$ cat src/inc/fcr_pkg.sv
package fcr_pkg;
    // register indices; byte address is four times the index
    localparam logic [4:0] IDX_TX_THR   = 5'h11;
    localparam logic [4:0] IDX_RX_THR   = 5'h12;
    localparam logic [4:0] IDX_FLOW_CFG = 5'h13;
    localparam logic [4:0] IDX_PAUSE_T  = 5'h14;
    localparam logic [4:0] IDX_BP_TX    = 5'h15;
    localparam logic [4:0] IDX_BP_RX    = 5'h16;
    localparam logic [4:0] IDX_NP_TX    = 5'h17;
    localparam int         ADDR_W       = 7;
    // reset values
    localparam logic [15:0] RST_TX_THR   = 16'h0000;
    localparam logic [15:0] RST_RX_THR   = 16'h0000;
    localparam logic [15:0] RST_FLOW_CFG = 16'h0000;
    localparam logic [15:0] RST_PAUSE_T  = 16'h0000;
    localparam logic [15:0] RST_BP_TX    = 16'h0000;
    localparam logic [15:0] RST_NP_TX    = 16'h0000;
    // field positions
    localparam int BIT_ACK    = 14;
    localparam int BIT_TOGGLE = 11;
    localparam int BIT_MORE   = 15;
    // threshold encodings
    localparam logic [4:0]  TX_WM_RSVD   = 5'h1f;
    localparam logic [5:0]  AUTOSEND_ZERO = 6'h00;
    localparam logic [5:0]  AUTOSEND_RSVD = 6'h3f;
    localparam logic [10:0] AUTOSEND_MAX = 11'h3e0;
    localparam logic [7:0]  RX_WM_RSVD   = 8'hff;
    localparam logic [3:0]  PAUSE_AS_OFF = 4'h0;
    localparam logic [15:0] PAUSE_MIN    = 16'h0032;
    localparam logic [15:0] PAUSE_ZERO   = 16'h0000;
    // pause quantum of the remote station
    localparam int PAUSE_QUANTUM_NS = 512;
    // axi responses
    localparam logic [1:0] RESP_OKAY   = 2'h0;
    localparam logic [1:0] RESP_SLVERR = 2'h2;

    typedef struct packed {
        logic [4:0] wm_one;
        logic [4:0] wm_two;
        logic [5:0] autosend;
    } fcr_tx_thr_t;

    typedef struct packed {
        logic [7:0] wm_one;
        logic [7:0] wm_two;
    } fcr_rx_thr_t;

    typedef struct packed {
        logic       honour;
        logic [1:0] forward_sel;
        logic       addr_filter;
        logic       end_pause;
        logic [3:0] autosend;
        logic [6:0] rsvd;
    } fcr_flow_t;

    typedef struct packed {
        logic       more_pages;
        logic       ack;
        logic [1:0] remote_fault;
        logic [2:0] rsvd_hi;
        logic [1:0] pause_dir;
        logic       half_duplex;
        logic       full_duplex;
        logic [4:0] rsvd_lo;
    } fcr_base_page_t;
endpackage

$ cat src/rtl/fcr_regs.sv
// The AXI4-Lite register port was left to the implementer.
`timescale 1ns/1ps
`default_nettype none
module fcr_regs
    import fcr_pkg::*;
#(
    parameter int TX_LVL_W = 11,
    parameter int RX_LVL_W = 13
)(
    // clock and reset
    input  wire logic                clk_sys_in,
    input  wire logic                rst_b_in,
    // axi4-lite write address and data
    input  wire logic [ADDR_W-1:0]   s_axi_awaddr_in,
    input  wire logic                s_axi_awvalid_in,
    output logic                     s_axi_awready_out,
    input  wire logic [31:0]         s_axi_wdata_in,
    input  wire logic [3:0]          s_axi_wstrb_in,
    input  wire logic                s_axi_wvalid_in,
    output logic                     s_axi_wready_out,
    // axi4-lite write response
    output logic [1:0]               s_axi_bresp_out,
    output logic                     s_axi_bvalid_out,
    input  wire logic                s_axi_bready_in,
    // axi4-lite read
    input  wire logic [ADDR_W-1:0]   s_axi_araddr_in,
    input  wire logic                s_axi_arvalid_in,
    output logic                     s_axi_arready_out,
    output logic [31:0]              s_axi_rdata_out,
    output logic [1:0]               s_axi_rresp_out,
    output logic                     s_axi_rvalid_out,
    input  wire logic                s_axi_rready_in,
    // fifo occupancy and transmit start
    input  wire logic [TX_LVL_W-1:0] tx_fifo_words_in,
    input  wire logic [RX_LVL_W-1:0] rx_fifo_words_in,
    input  wire logic                tx_eof_write_in,
    output logic                     tx_watermark_one_out,
    output logic                     tx_watermark_two_out,
    output logic                     tx_start_out,
    output logic                     rx_watermark_one_out,
    output logic                     rx_watermark_two_out,
    // flow control
    input  wire logic                flow_request_pin_in,
    input  wire logic                rx_pause_seen_in,
    input  wire logic                rx_pause_da_match_in,
    output logic                     pause_send_out,
    output logic [15:0]              pause_time_out,
    output logic                     tx_pause_hold_out,
    output logic [1:0]               control_frame_forward_select_out,
    // auto-negotiation
    input  wire logic [15:0]         an_partner_page_in,
    input  wire logic                an_ack_in,
    input  wire logic                an_toggle_in,
    output logic [15:0]              an_base_page_out,
    output logic [15:0]              an_next_page_out
);

    // register storage
    fcr_tx_thr_t    tx_thr_reg;
    fcr_rx_thr_t    rx_thr_reg;
    fcr_flow_t      flow_reg;
    logic [15:0]    pause_t_reg;
    fcr_base_page_t bp_tx_reg;
    logic [15:0]    np_tx_reg;

    // axi handshake state
    logic              aw_got_reg;
    logic              w_got_reg;
    logic [ADDR_W-1:0] aw_addr_reg;
    logic [31:0]       w_data_reg;
    logic [3:0]        w_strb_reg;
    logic              bvalid_reg;
    logic [1:0]        bresp_reg;
    logic              rvalid_reg;
    logic [31:0]       rdata_reg;
    logic [1:0]        rresp_reg;

    // write channel acceptance, either order
    // a write completes in the cycle both halves are present
    wire aw_take = s_axi_awvalid_in && s_axi_awready_out;
    wire w_take  = s_axi_wvalid_in && s_axi_wready_out;
    wire aw_have = aw_got_reg || aw_take;
    wire w_have  = w_got_reg || w_take;
    wire do_wr   = aw_have && w_have;
    wire [ADDR_W-1:0] wr_addr = aw_got_reg ? aw_addr_reg : s_axi_awaddr_in;
    wire [31:0]       wr_data = w_got_reg ? w_data_reg : s_axi_wdata_in;
    wire [3:0]        wr_strb = w_got_reg ? w_strb_reg : s_axi_wstrb_in;
    wire [4:0]        wr_idx  = wr_addr[ADDR_W-1:2];
    wire [15:0]       wr_mask = {{8{wr_strb[1]}}, {8{wr_strb[0]}}};

    assign s_axi_awready_out = !aw_got_reg && !bvalid_reg;
    assign s_axi_wready_out  = !w_got_reg && !bvalid_reg;
    assign s_axi_bvalid_out  = bvalid_reg;
    assign s_axi_bresp_out   = bresp_reg;
    // the read side runs on its own, beside any write
    assign s_axi_arready_out = !rvalid_reg;
    assign s_axi_rvalid_out  = rvalid_reg;
    assign s_axi_rdata_out   = rdata_reg;
    assign s_axi_rresp_out   = rresp_reg;

    // write decode
    wire wr_tx  = do_wr && wr_idx == IDX_TX_THR;
    wire wr_rx  = do_wr && wr_idx == IDX_RX_THR;
    wire wr_fl  = do_wr && wr_idx == IDX_FLOW_CFG;
    wire wr_pt  = do_wr && wr_idx == IDX_PAUSE_T;
    wire wr_bp  = do_wr && wr_idx == IDX_BP_TX;
    wire wr_np  = do_wr && wr_idx == IDX_NP_TX;
    // the partner page index answers okay and stores nothing
    wire wr_ro  = do_wr && wr_idx == IDX_BP_RX;
    wire wr_hit = wr_tx || wr_rx || wr_fl || wr_pt || wr_bp || wr_np || wr_ro;

    // merge byte lanes into a stored word
    // a lane whose strobe is low keeps its old bits
    function automatic logic [15:0] merge(input logic [15:0] old,
                                          input logic [15:0] nw,
                                          input logic [15:0] m);
        merge = (old & ~m) | (nw & m);
    endfunction

    // readback words; ack and toggle come from the negotiation machine
    // stored bits in those positions are never shown
    wire [15:0] bp_tx_rd = {bp_tx_reg[15], an_ack_in,
                            bp_tx_reg[13:0]};
    wire [15:0] np_tx_rd = {np_tx_reg[15], an_ack_in, np_tx_reg[13:12],
                            an_toggle_in, np_tx_reg[10:0]};

    // read decode
    // unmapped indices read as zero with an error response
    wire [4:0] rd_idx = s_axi_araddr_in[ADDR_W-1:2];
    logic [15:0] rd_word;
    logic        rd_hit;
    always_comb
    begin
        rd_hit  = 1'b1;
        rd_word = 16'h0000;
        unique case (rd_idx)
            IDX_TX_THR:   rd_word = tx_thr_reg;
            IDX_RX_THR:   rd_word = rx_thr_reg;
            IDX_FLOW_CFG: rd_word = flow_reg;
            IDX_PAUSE_T:  rd_word = pause_t_reg;
            IDX_BP_TX:    rd_word = bp_tx_rd;
            IDX_BP_RX:    rd_word = an_partner_page_in;
            IDX_NP_TX:    rd_word = np_tx_rd;
            default:      rd_hit  = 1'b0;
        endcase
    end

    // axi channel state
    always_ff @(posedge clk_sys_in)
    begin
        if (!rst_b_in)
        begin
            aw_got_reg  <= 1'b0;
            w_got_reg   <= 1'b0;
            aw_addr_reg <= '0;
            w_data_reg  <= 32'h0000_0000;
            w_strb_reg  <= 4'h0;
            bvalid_reg  <= 1'b0;
            bresp_reg   <= RESP_OKAY;
        end
        else
        begin
            if (aw_take)
                aw_addr_reg <= s_axi_awaddr_in;
            if (w_take)
            begin
                w_data_reg <= s_axi_wdata_in;
                w_strb_reg <= s_axi_wstrb_in;
            end
            // a channel that arrives alone waits here for its partner
            aw_got_reg <= aw_have && !do_wr;
            w_got_reg  <= w_have && !do_wr;
            // both readies stay low while the answer waits for bready
            if (do_wr)
            begin
                bvalid_reg <= 1'b1;
                bresp_reg  <= wr_hit ? RESP_OKAY : RESP_SLVERR;
            end
            else if (s_axi_bready_in)
                bvalid_reg <= 1'b0;
        end
    end

    // read answer one cycle after the address is taken
    always_ff @(posedge clk_sys_in)
    begin
        if (!rst_b_in)
        begin
            rvalid_reg <= 1'b0;
            rdata_reg  <= 32'h0000_0000;
            rresp_reg  <= RESP_OKAY;
        end
        else if (s_axi_arvalid_in && !rvalid_reg)
        begin
            rvalid_reg <= 1'b1;
            // the word stays frozen until rready takes it
            rdata_reg  <= {16'h0000, rd_word};
            rresp_reg  <= rd_hit ? RESP_OKAY : RESP_SLVERR;
        end
        else if (s_axi_rready_in)
            rvalid_reg <= 1'b0;
    end

    // configuration registers; base page receive ignores writes
    // only byte lanes zero and one carry register bits
    always_ff @(posedge clk_sys_in)
    begin
        if (!rst_b_in)
        begin
            tx_thr_reg  <= RST_TX_THR;
            rx_thr_reg  <= RST_RX_THR;
            flow_reg    <= RST_FLOW_CFG;
            pause_t_reg <= RST_PAUSE_T;
            bp_tx_reg   <= RST_BP_TX;
            np_tx_reg   <= RST_NP_TX;
        end
        else
        begin
            if (wr_tx)
                tx_thr_reg <= merge(tx_thr_reg, wr_data[15:0], wr_mask);
            if (wr_rx)
                rx_thr_reg <= merge(rx_thr_reg, wr_data[15:0], wr_mask);
            if (wr_fl)
                flow_reg <= merge(flow_reg, wr_data[15:0], wr_mask);
            if (wr_pt)
                pause_t_reg <= merge(pause_t_reg, wr_data[15:0], wr_mask);
            if (wr_bp)
                bp_tx_reg <= merge(bp_tx_reg, wr_data[15:0], wr_mask);
            if (wr_np)
                np_tx_reg <= merge(np_tx_reg, wr_data[15:0], wr_mask);
        end
    end

    // transmit watermark levels: (code+1)*32 words, reserved never fires
    // code 11111 would give a level of 1024 words, hence the mask
    wire [TX_LVL_W-1:0] tx_lvl1 =
        TX_LVL_W'({6'h00, tx_thr_reg.wm_one} + 11'h001) << 5;
    wire [TX_LVL_W-1:0] tx_lvl2 =
        TX_LVL_W'({6'h00, tx_thr_reg.wm_two} + 11'h001) << 5;
    wire tx_wm1_hit = tx_thr_reg.wm_one != TX_WM_RSVD
                      && tx_fifo_words_in >= tx_lvl1;
    wire tx_wm2_hit = tx_thr_reg.wm_two != TX_WM_RSVD
                      && tx_fifo_words_in >= tx_lvl2;

    // autosend level: code 0 is 992 words, else (code+1)*8 words
    // the reserved top code falls back to the longest wait
    wire [TX_LVL_W-1:0] as_lvl =
        (tx_thr_reg.autosend == AUTOSEND_ZERO ||
         tx_thr_reg.autosend == AUTOSEND_RSVD)
        ? TX_LVL_W'(AUTOSEND_MAX)
        : TX_LVL_W'({5'h00, tx_thr_reg.autosend} + 11'h001) << 3;
    wire tx_go = tx_fifo_words_in >= as_lvl || tx_eof_write_in;

    // receive watermark levels: (code+1)*16 words, reserved never fires
    // levels count four-byte words, as the fifo reports them
    wire [RX_LVL_W-1:0] rx_lvl1 =
        RX_LVL_W'({5'h00, rx_thr_reg.wm_one} + 13'h0001) << 4;
    wire [RX_LVL_W-1:0] rx_lvl2 =
        RX_LVL_W'({5'h00, rx_thr_reg.wm_two} + 13'h0001) << 4;
    wire rx_wm1_hit = rx_thr_reg.wm_one != RX_WM_RSVD
                      && rx_fifo_words_in >= rx_lvl1;
    wire rx_wm2_hit = rx_thr_reg.wm_two != RX_WM_RSVD
                      && rx_fifo_words_in >= rx_lvl2;

    // pin disable sits in the lowest spare bit of the flow register
    logic flow_request_pin_disable_w;
    assign flow_request_pin_disable_w = flow_reg.rsvd[0];

    // pause autosend: code*1024 bytes is code*256 four-byte words
    wire [RX_LVL_W-1:0] ps_lvl =
        RX_LVL_W'({9'h000, flow_reg.autosend} << 8);
    wire ps_occ_hit = flow_reg.autosend != PAUSE_AS_OFF
                      && rx_fifo_words_in >= ps_lvl;
    // the pin counts only while its disable bit is clear
    wire pin_live = flow_request_pin_in
                    && !flow_request_pin_disable_w;
    wire pause_req = ps_occ_hit || pin_live;

    // pause time sent, never below the minimum
    // the floor applies to a programmed zero as well
    wire [15:0] pt_send = (pause_t_reg <= PAUSE_MIN)
                          ? PAUSE_MIN : pause_t_reg;

    // pause frame requests: rising request sends time, pin release zero
    // a rising request wins over an end pause in the same cycle
    // the time word is held after the pulse for the frame builder
    logic pause_req_reg;
    logic pin_live_reg;
    logic send_reg;
    logic [15:0] ptime_reg;
    wire end_pause = pin_live_reg && !pin_live && flow_reg.end_pause
                     && !flow_request_pin_disable_w;
    always_ff @(posedge clk_sys_in)
    begin
        if (!rst_b_in)
        begin
            pause_req_reg <= 1'b0;
            pin_live_reg  <= 1'b0;
            send_reg      <= 1'b0;
            ptime_reg     <= PAUSE_ZERO;
        end
        else
        begin
            pause_req_reg <= pause_req;
            pin_live_reg  <= pin_live;
            send_reg      <= (pause_req && !pause_req_reg) || end_pause;
            if (pause_req && !pause_req_reg)
                ptime_reg <= pt_send;
            else if (end_pause)
                ptime_reg <= PAUSE_ZERO;
        end
    end

    // received pause validity and transmitter hold
    // one-cycle trigger only; the transmitter times the pause itself
    wire rx_pause_ok = rx_pause_seen_in
        && (!flow_reg.addr_filter || rx_pause_da_match_in);
    logic hold_reg;
    always_ff @(posedge clk_sys_in)
    begin
        if (!rst_b_in)
            hold_reg <= 1'b0;
        else
            hold_reg <= rx_pause_ok && flow_reg.honour;
    end

    // registered status and data outputs
    logic [4:0] flags_reg;
    always_ff @(posedge clk_sys_in)
    begin
        if (!rst_b_in)
            flags_reg <= 5'h00;
        else
            flags_reg <= {tx_wm1_hit, tx_wm2_hit, tx_go,
                          rx_wm1_hit, rx_wm2_hit};
    end

    assign tx_watermark_one_out = flags_reg[4];
    assign tx_watermark_two_out = flags_reg[3];
    assign tx_start_out         = flags_reg[2];
    assign rx_watermark_one_out = flags_reg[1];
    assign rx_watermark_two_out = flags_reg[0];
    assign pause_send_out       = send_reg;
    assign pause_time_out       = ptime_reg;
    assign tx_pause_hold_out    = hold_reg;
    assign control_frame_forward_select_out = flow_reg.forward_sel;

    // pages to the negotiation machine: pause bits 8:7, duplex 6 and 5
    assign an_base_page_out = bp_tx_reg;
    assign an_next_page_out = np_tx_reg;

endmodule
`default_nettype wire

$ cat config.mk
export PLATFORM = sky130hd
export DESIGN_NAME = fcr_regs
export DESIGN_NICKNAME = d
export VERILOG_FILES = /design/src/inc/fcr_pkg.sv /design/src/rtl/fcr_regs.sv
export SDC_FILE = /design/constraint.sdc
export NUM_CORES = 1
export LEC_CHECK = 0
export ABC_CLOCK_PERIOD_IN_PS = 2300
export BUFFER_PORTS_ARGS = -buffer_cell sky130_fd_sc_hd__buf_2
export CAP_MARGIN = 20
export CORE_MARGIN = 2
export CORE_UTILIZATION = 49
export DETAILED_ROUTE_END_ITERATION = 8
export PLACE_DENSITY_LB_ADDON = 0.15
export SLEW_MARGIN = 20
export SYNTH_ARGS = -nofsm -noshare
export SYNTH_HDL_FRONTEND = slang
export SYNTH_SLANG_ARGS = --single-unit
$ cat constraint.sdc
create_clock -name clk_sys_in -period 2.3 [get_ports clk_sys_in]
set_input_delay 0.46 -clock clk_sys_in [delete_from_list [all_inputs] [get_ports clk_sys_in]]
set_output_delay 0.46 -clock clk_sys_in [all_outputs]
set_load 0.005 [all_outputs]
Word-level counts from Yosys, hierarchy flattened. Cells that the tools add are included.

Reduce and logical (&&, ||, !) cells: 55. Shift operators: 0. Add/sub/neg operators: 5. $mul: 0. Eq/ne operators: 19. $lt $le $gt $ge: 7. Div/mod/pow operators: 0. Multiplexer cells: 15. Bitwise gates (word level): 14.

Operator list (number): $and A16 B16 Y16 (7); $pmux W16 S7 (1); $or A16 B16 Y16 (6); $eq A5 B5 Y1 const B (14); $mux W16 (4); $logic_and A1 B1 Y1 (27); $ge A13 B13 Y1 (2); $ge A11 B11 Y1 (2); $add A8 B1 Y9 const B (2); $le A16 B6 Y1 const B (1); $ne A8 B8 Y1 const B (2); $not A16 Y16 (1); $ge A13 B12 Y1 (1); $logic_or A1 B1 Y1 (13); $add A5 B1 Y6 const B (2); $ge A11 B10 Y1 (1); $mux W10 (1); $ne A5 B5 Y1 const B (2); $logic_not A1 Y1 (9); $add A6 B1 Y7 const B (1); $mux W7 (1); $reduce_or A7 Y1 (1); $eq A6 B6 Y1 const B (1); $logic_not A6 Y1 (1); 4 further kinds (12).

Flip-flop bits (word level): 170. RAM bits: 0. ROM bits: 0. Latch bits: 0. Memories: 0.

Longest topological paths before layout. Gate-level depths: netlist of run 1.

Depth after elaboration: 13. Gate-level depth with buffers: 11.

Least setup slack after synthesis of run 1. No wires, ideal clock.

Path type: reg-to-reg. Start: register (tool-made name). End: register flags_reg[2]. Path slack: -0.155 ns. Period minus slack after synthesis: 2.455 ns. Arrival time: 2.324 ns. Library setup time: 0.131 ns. Data required time: 2.169 ns. Cell stages (with the launch flop): 11. Cell sequence: dfxtp_1 > inv_1 > ha_1 > nand2_1 > o31ai_1 > inv_1 > ha_1 > or3_1 > a211o_1 > a2111oi_0 > nor3_1.

RTL lines: to (signal assigned) (RTL line fcr_regs.sv:334) `flags_reg <= {tx_wm1_hit, tx_wm2_hit, tx_go,`; to (decl) (RTL line fcr_regs.sv:328) `logic [4:0] flags_reg;`.

==> results of run 1 <==
[report_power, final]
group | switching (mW) | leakage [nW] | internal [mW]
Clock | 1.22 | 0.250 | 1.42
Sequential | 0.0442 | 1.35 | 2.93
Combinational | 0.421 | 2.94 | 0.284
[cells by family (layout without fill, tap and decap cells)]
kind of cell | after synthesis | in the layout | synth area share
compound gates | 199 | 199 | 0.180
buf+inv | 97 | 279 | 0.0589
fa+ha+maj | 49 | 49 | 0.0734
xor+xnor | 18 | 18 | 0.0189
other cells | 1 | 18 | 0.000449
flops | 166 | 166 | 0.398
simple gates | 309 | 309 | 0.181
mux | 72 | 72 | 0.0902
[stage by stage]
stage | instance area [um^2] | hold WS [ps]
2_1_floorplan | 8460 | 425
3_5_place_dp | 9650 | 444
6_report | 10200 | 219
4_1_cts | 10200 | 209
5_1_grt | 10200 | 210
3_3_place_gp | 9630 | 439
[worst register-to-register path, cell delays in order, from the launching register on]
cell       delay (ps)
dfxtp_4           360
inv_1              80
ha_1              160
nand2_2            80
o31ai_4           240
inv_2              70
ha_1              190
or3_4             380
a211o_1           280
a2111oi_4         200
nor3_1             80
[Yosys cell counts (2+ instances only)]
cell type and count:
nand2b_1 8, a222oi_1 30, o21ai_0 38, buf_1 7
nor4_4 2, dfxtp_1 166, o21a_1 3, a21oi_1 35
a21o_1 5, nand3_2 6, o211a_1 2, o32ai_1 2
nand4b_1 3, inv_1 27, nor4_1 5, mux2_2 18
buf_6 3, a32o_1 3, xor2_1 12, a31oi_1 3
a211oi_1 14, nor3b_1 2, a211o_1 2, mux2i_1 51
o21ai_2 16, and2_1 3, a22o_1 30, buf_4 21
buf_2 8, xnor2_1 6, nand2_1 84, and3_1 8
ha_1 49, nor3_1 6, nand3_1 86, clkbuf_1 30
nor2_1 83
[worst max-delay path by stage]
stage	startpoint	to	slack, ps	cells after the start
6_report	register	flags_reg[2]	90	10
5_1_grt	register	flags_reg[2]	-9	10
4_1_cts	register	flags_reg[2]	40	10
3_5_place_dp	register	flags_reg[2]	-110	10
3_3_place_gp	s_axi_araddr_in[2]	s_axi_rdata_out[3]	-80	7
2_1_floorplan	register	flags_reg[2]	20	10
[per-layer routing]
metal / global-route usage / wire, um
met5: 0 / 0
met4: 0.0830 / 565
met3: 0.0379 / 1290
met2: 0.465 / 11900
met1: 0.359 / 11000
[area by class of cell]
type / count / area share
clock buffer: 20 / 0.0437
inverter: 27 / 0.00992
tap: 220 / 0.0269
multi-input combinational: 665 / 0.458
timing repair buffer: 220 / 0.126
clock inverter: 12 / 0.00931
sequential: 166 / 0.326
[timing repair]
action                                  in CTS  in global routing
buffers inserted                             0                  0
pin swaps                                    4                  1
cloned                                       0                  0
endpoints found under the setup margin       1                  6
resized for setup                            3                  6
==> out/metrics.yaml, run 1 <==
nFillCells: 1495
dieWidth_um: 135
avgViaCountPerCell: 5.69
dieArea_mm2: 0.0181
synth_area_leaders: "dfxtp_1, ha_1, mux2i_1"
crit_buf_inv: 2
reg2reg_to: "flags_reg[2]"
place.gp.congestion: 0.951
timing.final.ws_setup_ps: 85.2
synth_edf_count: 0
setup_tns_ps: 0
final_cell_mix: "dfxtp_1, buf_2, nand3_1, nand2_1, nor2_1"
grt_pass1_wl_um: 38700
hpwl_um: 18900
core_area_mm2: 0.0166
power.leakage_nw: 4.54
utilization: 0.614
clk_pin_slew_ps: 60
vias: 7572
synth_area_mm2: 0.00835
crit_type: "register to register"
ctsHtreeMaxLevel: 4
rrSetupSlack_ps: 90
ys_async_sr_fraction: 0
clockBufferDepth: 2
detail_route.wl_per_cell_um: 18.5
cap_violations: 0
period_share: 0.963
min_from: "s_axi_rready_in"
clock-root-buffer: "clkbuf_16"
holdPathStages: 2
drt_first_pass_iters: 8
power_mw: 6.33
cp_data_arrival_time_ps: 2520
final_common_cell: "dfxtp_1"
syn_to_final_growth_pct: 22.3
hold_viol: 0
track_usage: 0.273
fmax_mhz: 452
multiInputGateArea_mm2: 0.00467
powerDensity_mw_per_mm2: 619
cts_made_buffers: 17
synth_warnings: 0
final_max_slew_viol_count: 0
cts_tree: "built"
hold_end: "s_axi_rvalid_out"
grt_antenna_before_repair: 0
min_path_type: "primary input to register"
synth_flop_cell: "dfxtp_1"
end_kind: "register"
diodes: 0
drtIter0Drc: 657
clk-insertion-delay-late_ps: 430
fin_nets: 1249
slew_headroom: 0.306
r2r_cells: 10
drcViolationCount: 0
cp_max_fo: 4
cts-hold-fix-buffers: 0
clkSinkCount: 166
io_buffers: 160
crit_path_top_delay_cell: "or3_4"
status: "completed"
ys_types: 71
fin_skew_ps: 10.5
pre_cts_slack_ps: -107
synth_area_leader_cell: "dfxtp_1"
cpPeakStageDelay_ps: 380
startpoint_type: "register"
path_delay_family: "compound AO/OA/AOI/OAI gates"
finalCriticalPeriod_ps: 2210
initial_core_util: 0.502
num_rows: 47
first_global_vias: 7277
setup_viol: 0
die_h_um: 135
grt_max_degree: 84
crit_top_cell: "ha_1"
yosysSeqAreaShare: 0.398
drive_above_1_share: 0.289
path_cells: "inv_1, ha_1, nand2_2, o31ai_4, inv_2, ha_1, or3_4, a211o_1, a2111oi_4, nor3_1"
finalNonFillerCells: 1330
routed_wl_um: 24700
ant_nets: 0
ff_latch_area_mm2: 0.00333
dp.cells: 1298
synth-seq-cells: 166
crit_required_ps: 2610
tightest_slew_ps: 1040
irDropWorstVdd_v: 0.000503
ios: 201
syn_area_per_cell_um2: 9.17
synth_top_area_frac: 0.398
gr-total-overflow: 0
syn_inst: 911
(Power assumes the default switching activity.)
==> run 2, diff against run 1 <==
- CELL_PAD_IN_SITES_DETAIL_PLACEMENT: not set -> 1
- CELL_PAD_IN_SITES_GLOBAL_PLACEMENT: not set -> 2
- CORE_MARGIN: 2 -> 3
- CORE_UTILIZATION: 49 -> 29
==> out/metrics.yaml, run 2 (synthesis results as in run 1) <==
crit_path_top_delay_cell: "or3_4"  # unchanged
timing.final.ws_setup_ps: 117  # was 85.2 ps
core_area_mm2: 0.0281  # was 0.0166 mm^2
diodes: 0  # unchanged
dr_wl_met2_um: 15100  # was 11,900 um
ios: 201  # unchanged
die_h_um: 176  # was 135 um
startpoint_type: "register"  # unchanged
grt_antenna_before_repair: 0  # unchanged
detail_route.wl_per_cell_um: 20.1  # was 18.5 um
highest_layer: "met4"  # unchanged
cp_max_fo: 4  # unchanged
min_path_type: "primary input to register"  # unchanged
cpPeakStageDelay_ps: 370  # was 380 ps
drt_first_pass_iters: 6  # was 8
ant_nets: 0  # unchanged
cts_tree: "built"  # unchanged
track_usage: 0.194  # was 0.273
clockBufferDepth: 2  # unchanged
io_buffers: 160  # unchanged
grt_pass1_wl_um: 46100  # was 38,700 um
hold_viol: 0  # unchanged
syn_to_final_growth_pct: 27.1  # was 22.3%
irDropWorstVdd_v: 0.000357  # was 0.000503 V
wirelength_met1_um: 13600  # was 11,000 um
ctsHtreeMaxLevel: 4  # unchanged
final_max_slew_viol_count: 0  # unchanged
pre_cts_slack_ps: -115  # was -107 ps
finalCriticalPeriod_ps: 2180  # was 2210 ps
path_cells: "inv_2, ha_2, nand2_2, o31ai_4, inv_2, ha_1, or3_4, a211o_1, a2111oi_2, nor3_1"  # was inv_1, ha_1, nand2_2, o31ai_4, inv_2, ha_1, or3_4, a211o_1, a2111oi_4, nor3_1
min_from: "s_axi_rready_in"  # unchanged
grt_max_degree: 68  # was 84
wl_met3_um: 1210  # was 1290 um
fin_nets: 1265  # was 1,249
crit_top_cell: "inv_2"  # was ha_1
multiInputGateArea_mm2: 0.00467  # unchanged
cts-hold-fix-buffers: 0  # unchanged
end_kind: "register"  # unchanged
dieArea_mm2: 0.0309  # was 0.0181 mm^2
avgViaCountPerCell: 5.09  # was 5.69
hpwl_um: 23400  # was 18,900 um
clk_pin_slew_ps: 80  # was 60 ps
drive_above_1_share: 0.306  # was 0.289
cap_violations: 0  # unchanged
initial_core_util: 0.297  # was 0.502
final_cell_mix: "dfxtp_1, buf_2, nand3_1, nand2_1, nor2_1"  # unchanged
place.gp.congestion: 0.781  # was 0.951
first_global_vias: 7789  # was 7,277
tightest_slew_ps: 1070  # was 1040 ps
clkSinkCount: 166  # unchanged
crit_required_ps: 2610  # about the same
finalNonFillerCells: 1504  # was 1,330
num_rows: 61  # was 47
status: "completed"  # unchanged
fmax_mhz: 458  # was 452 MHz
final_common_cell: "dfxtp_1"  # unchanged
slew_headroom: 0.283  # was 0.306
cts_made_buffers: 17  # unchanged
cts_setup_buffers: 0  # unchanged
routed_wl_um: 30200  # was 24,700 um
dp.cells: 1472  # was 1,298
dieWidth_um: 176  # was 135 um
clock-root-buffer: "clkbuf_16"  # unchanged
drtIter0Drc: 442  # was 657
crit_type: "register to register"  # unchanged
powerDensity_mw_per_mm2: 631  # was 619 mW/mm^2
nFillCells: 3352  # was 1,495
cp_data_arrival_time_ps: 2490  # was 2520 ps
gr-total-overflow: 0  # unchanged
ff_latch_area_mm2: 0.00333  # unchanged
drcViolationCount: 0  # unchanged
power.leakage_nw: 4.66  # was 4.54 nW
period_share: 0.949  # was 0.963
vias: 7648  # was 7,572
setup_viol: 0  # unchanged
clk-insertion-delay-late_ps: 440  # was 430 ps
fin_skew_ps: 20.6  # was 10.5 ps
-- run 2: path summary, 6_finish.rpt --
check                endpoint  slack (ps)  cells after the start
min          s_axi_rvalid_out         190                      2
min reg2reg     w_data_reg[4]         450                      2
max reg2reg      flags_reg[2]         120                     10
max              flags_reg[2]         120                     10
-- run 2: report_power, final --
part | switching, mW | internal (mW)
clock network | 1.35 | 1.63
logic | 0.445 | 0.298
registers | 0.0447 | 2.93
total | 1.84 | 4.86
-- run 2: through the flow --
| step | setup TNS (ps) | hold slack [ps] | area [um^2] | utilization | power, mW |
|---|---|---|---|---|---|
| 6_report | 0 | 195 | 10600 | 0.378 | 6.70 |
| 5_1_grt | -3.33 | 184 | 10600 | 0.378 | 7.00 |
| 4_1_cts | 0 | 185 | 10600 | 0.377 | 6.79 |
| 3_5_place_dp | -115 | 447 | 10000 | 0.356 | 3.80 |
| 3_3_place_gp | -34.3 | 439 | 10000 | 0.356 | 3.79 |
| 2_1_floorplan | 0 | 425 | 8460 | - | 3.47 |
-- run 2: per-layer routing --
| layer | track usage | vias up |
|---|---|---|
| met5 | 0 | - |
| li1 | - | 3704 |
| met4 | 0.0409 | 0 |
| met3 | 0.0285 | 19 |
| met2 | 0.345 | 189 |
| met1 | 0.249 | 3736 |
-- run 2: final cells by class --
| class | instances | share of cell area |
|---|---|---|
| multi-input combinational | 665 | 0.440 |
| inverter | 27 | 0.00955 |
| tap | 378 | 0.0445 |
| timing repair buffer | 236 | 0.136 |
| clock inverter | 15 | 0.0153 |
| clock buffer | 17 | 0.0401 |
| sequential | 166 | 0.314 |
-- run 2: worst max-delay path, delay by kind of cell, from the launching register on --
| kind | cells | cell delay (ps) |
|---|---|---|
| DFF | 1 | 360 |
| adders and majority gates | 2 | 350 |
| and+or+nand+nor | 3 | 520 |
| AOI/OAI and AO/OA | 3 | 690 |
| buffers and inverters | 2 | 130 |
-- run 2: timing repair --
| item | 4_1_cts | 5_1_grt |
|---|---|---|
| setup endpoints to repair | 1 | 3 |
| pin swaps | 3 | 1 |
| gates resized for setup | 1 | 13 |
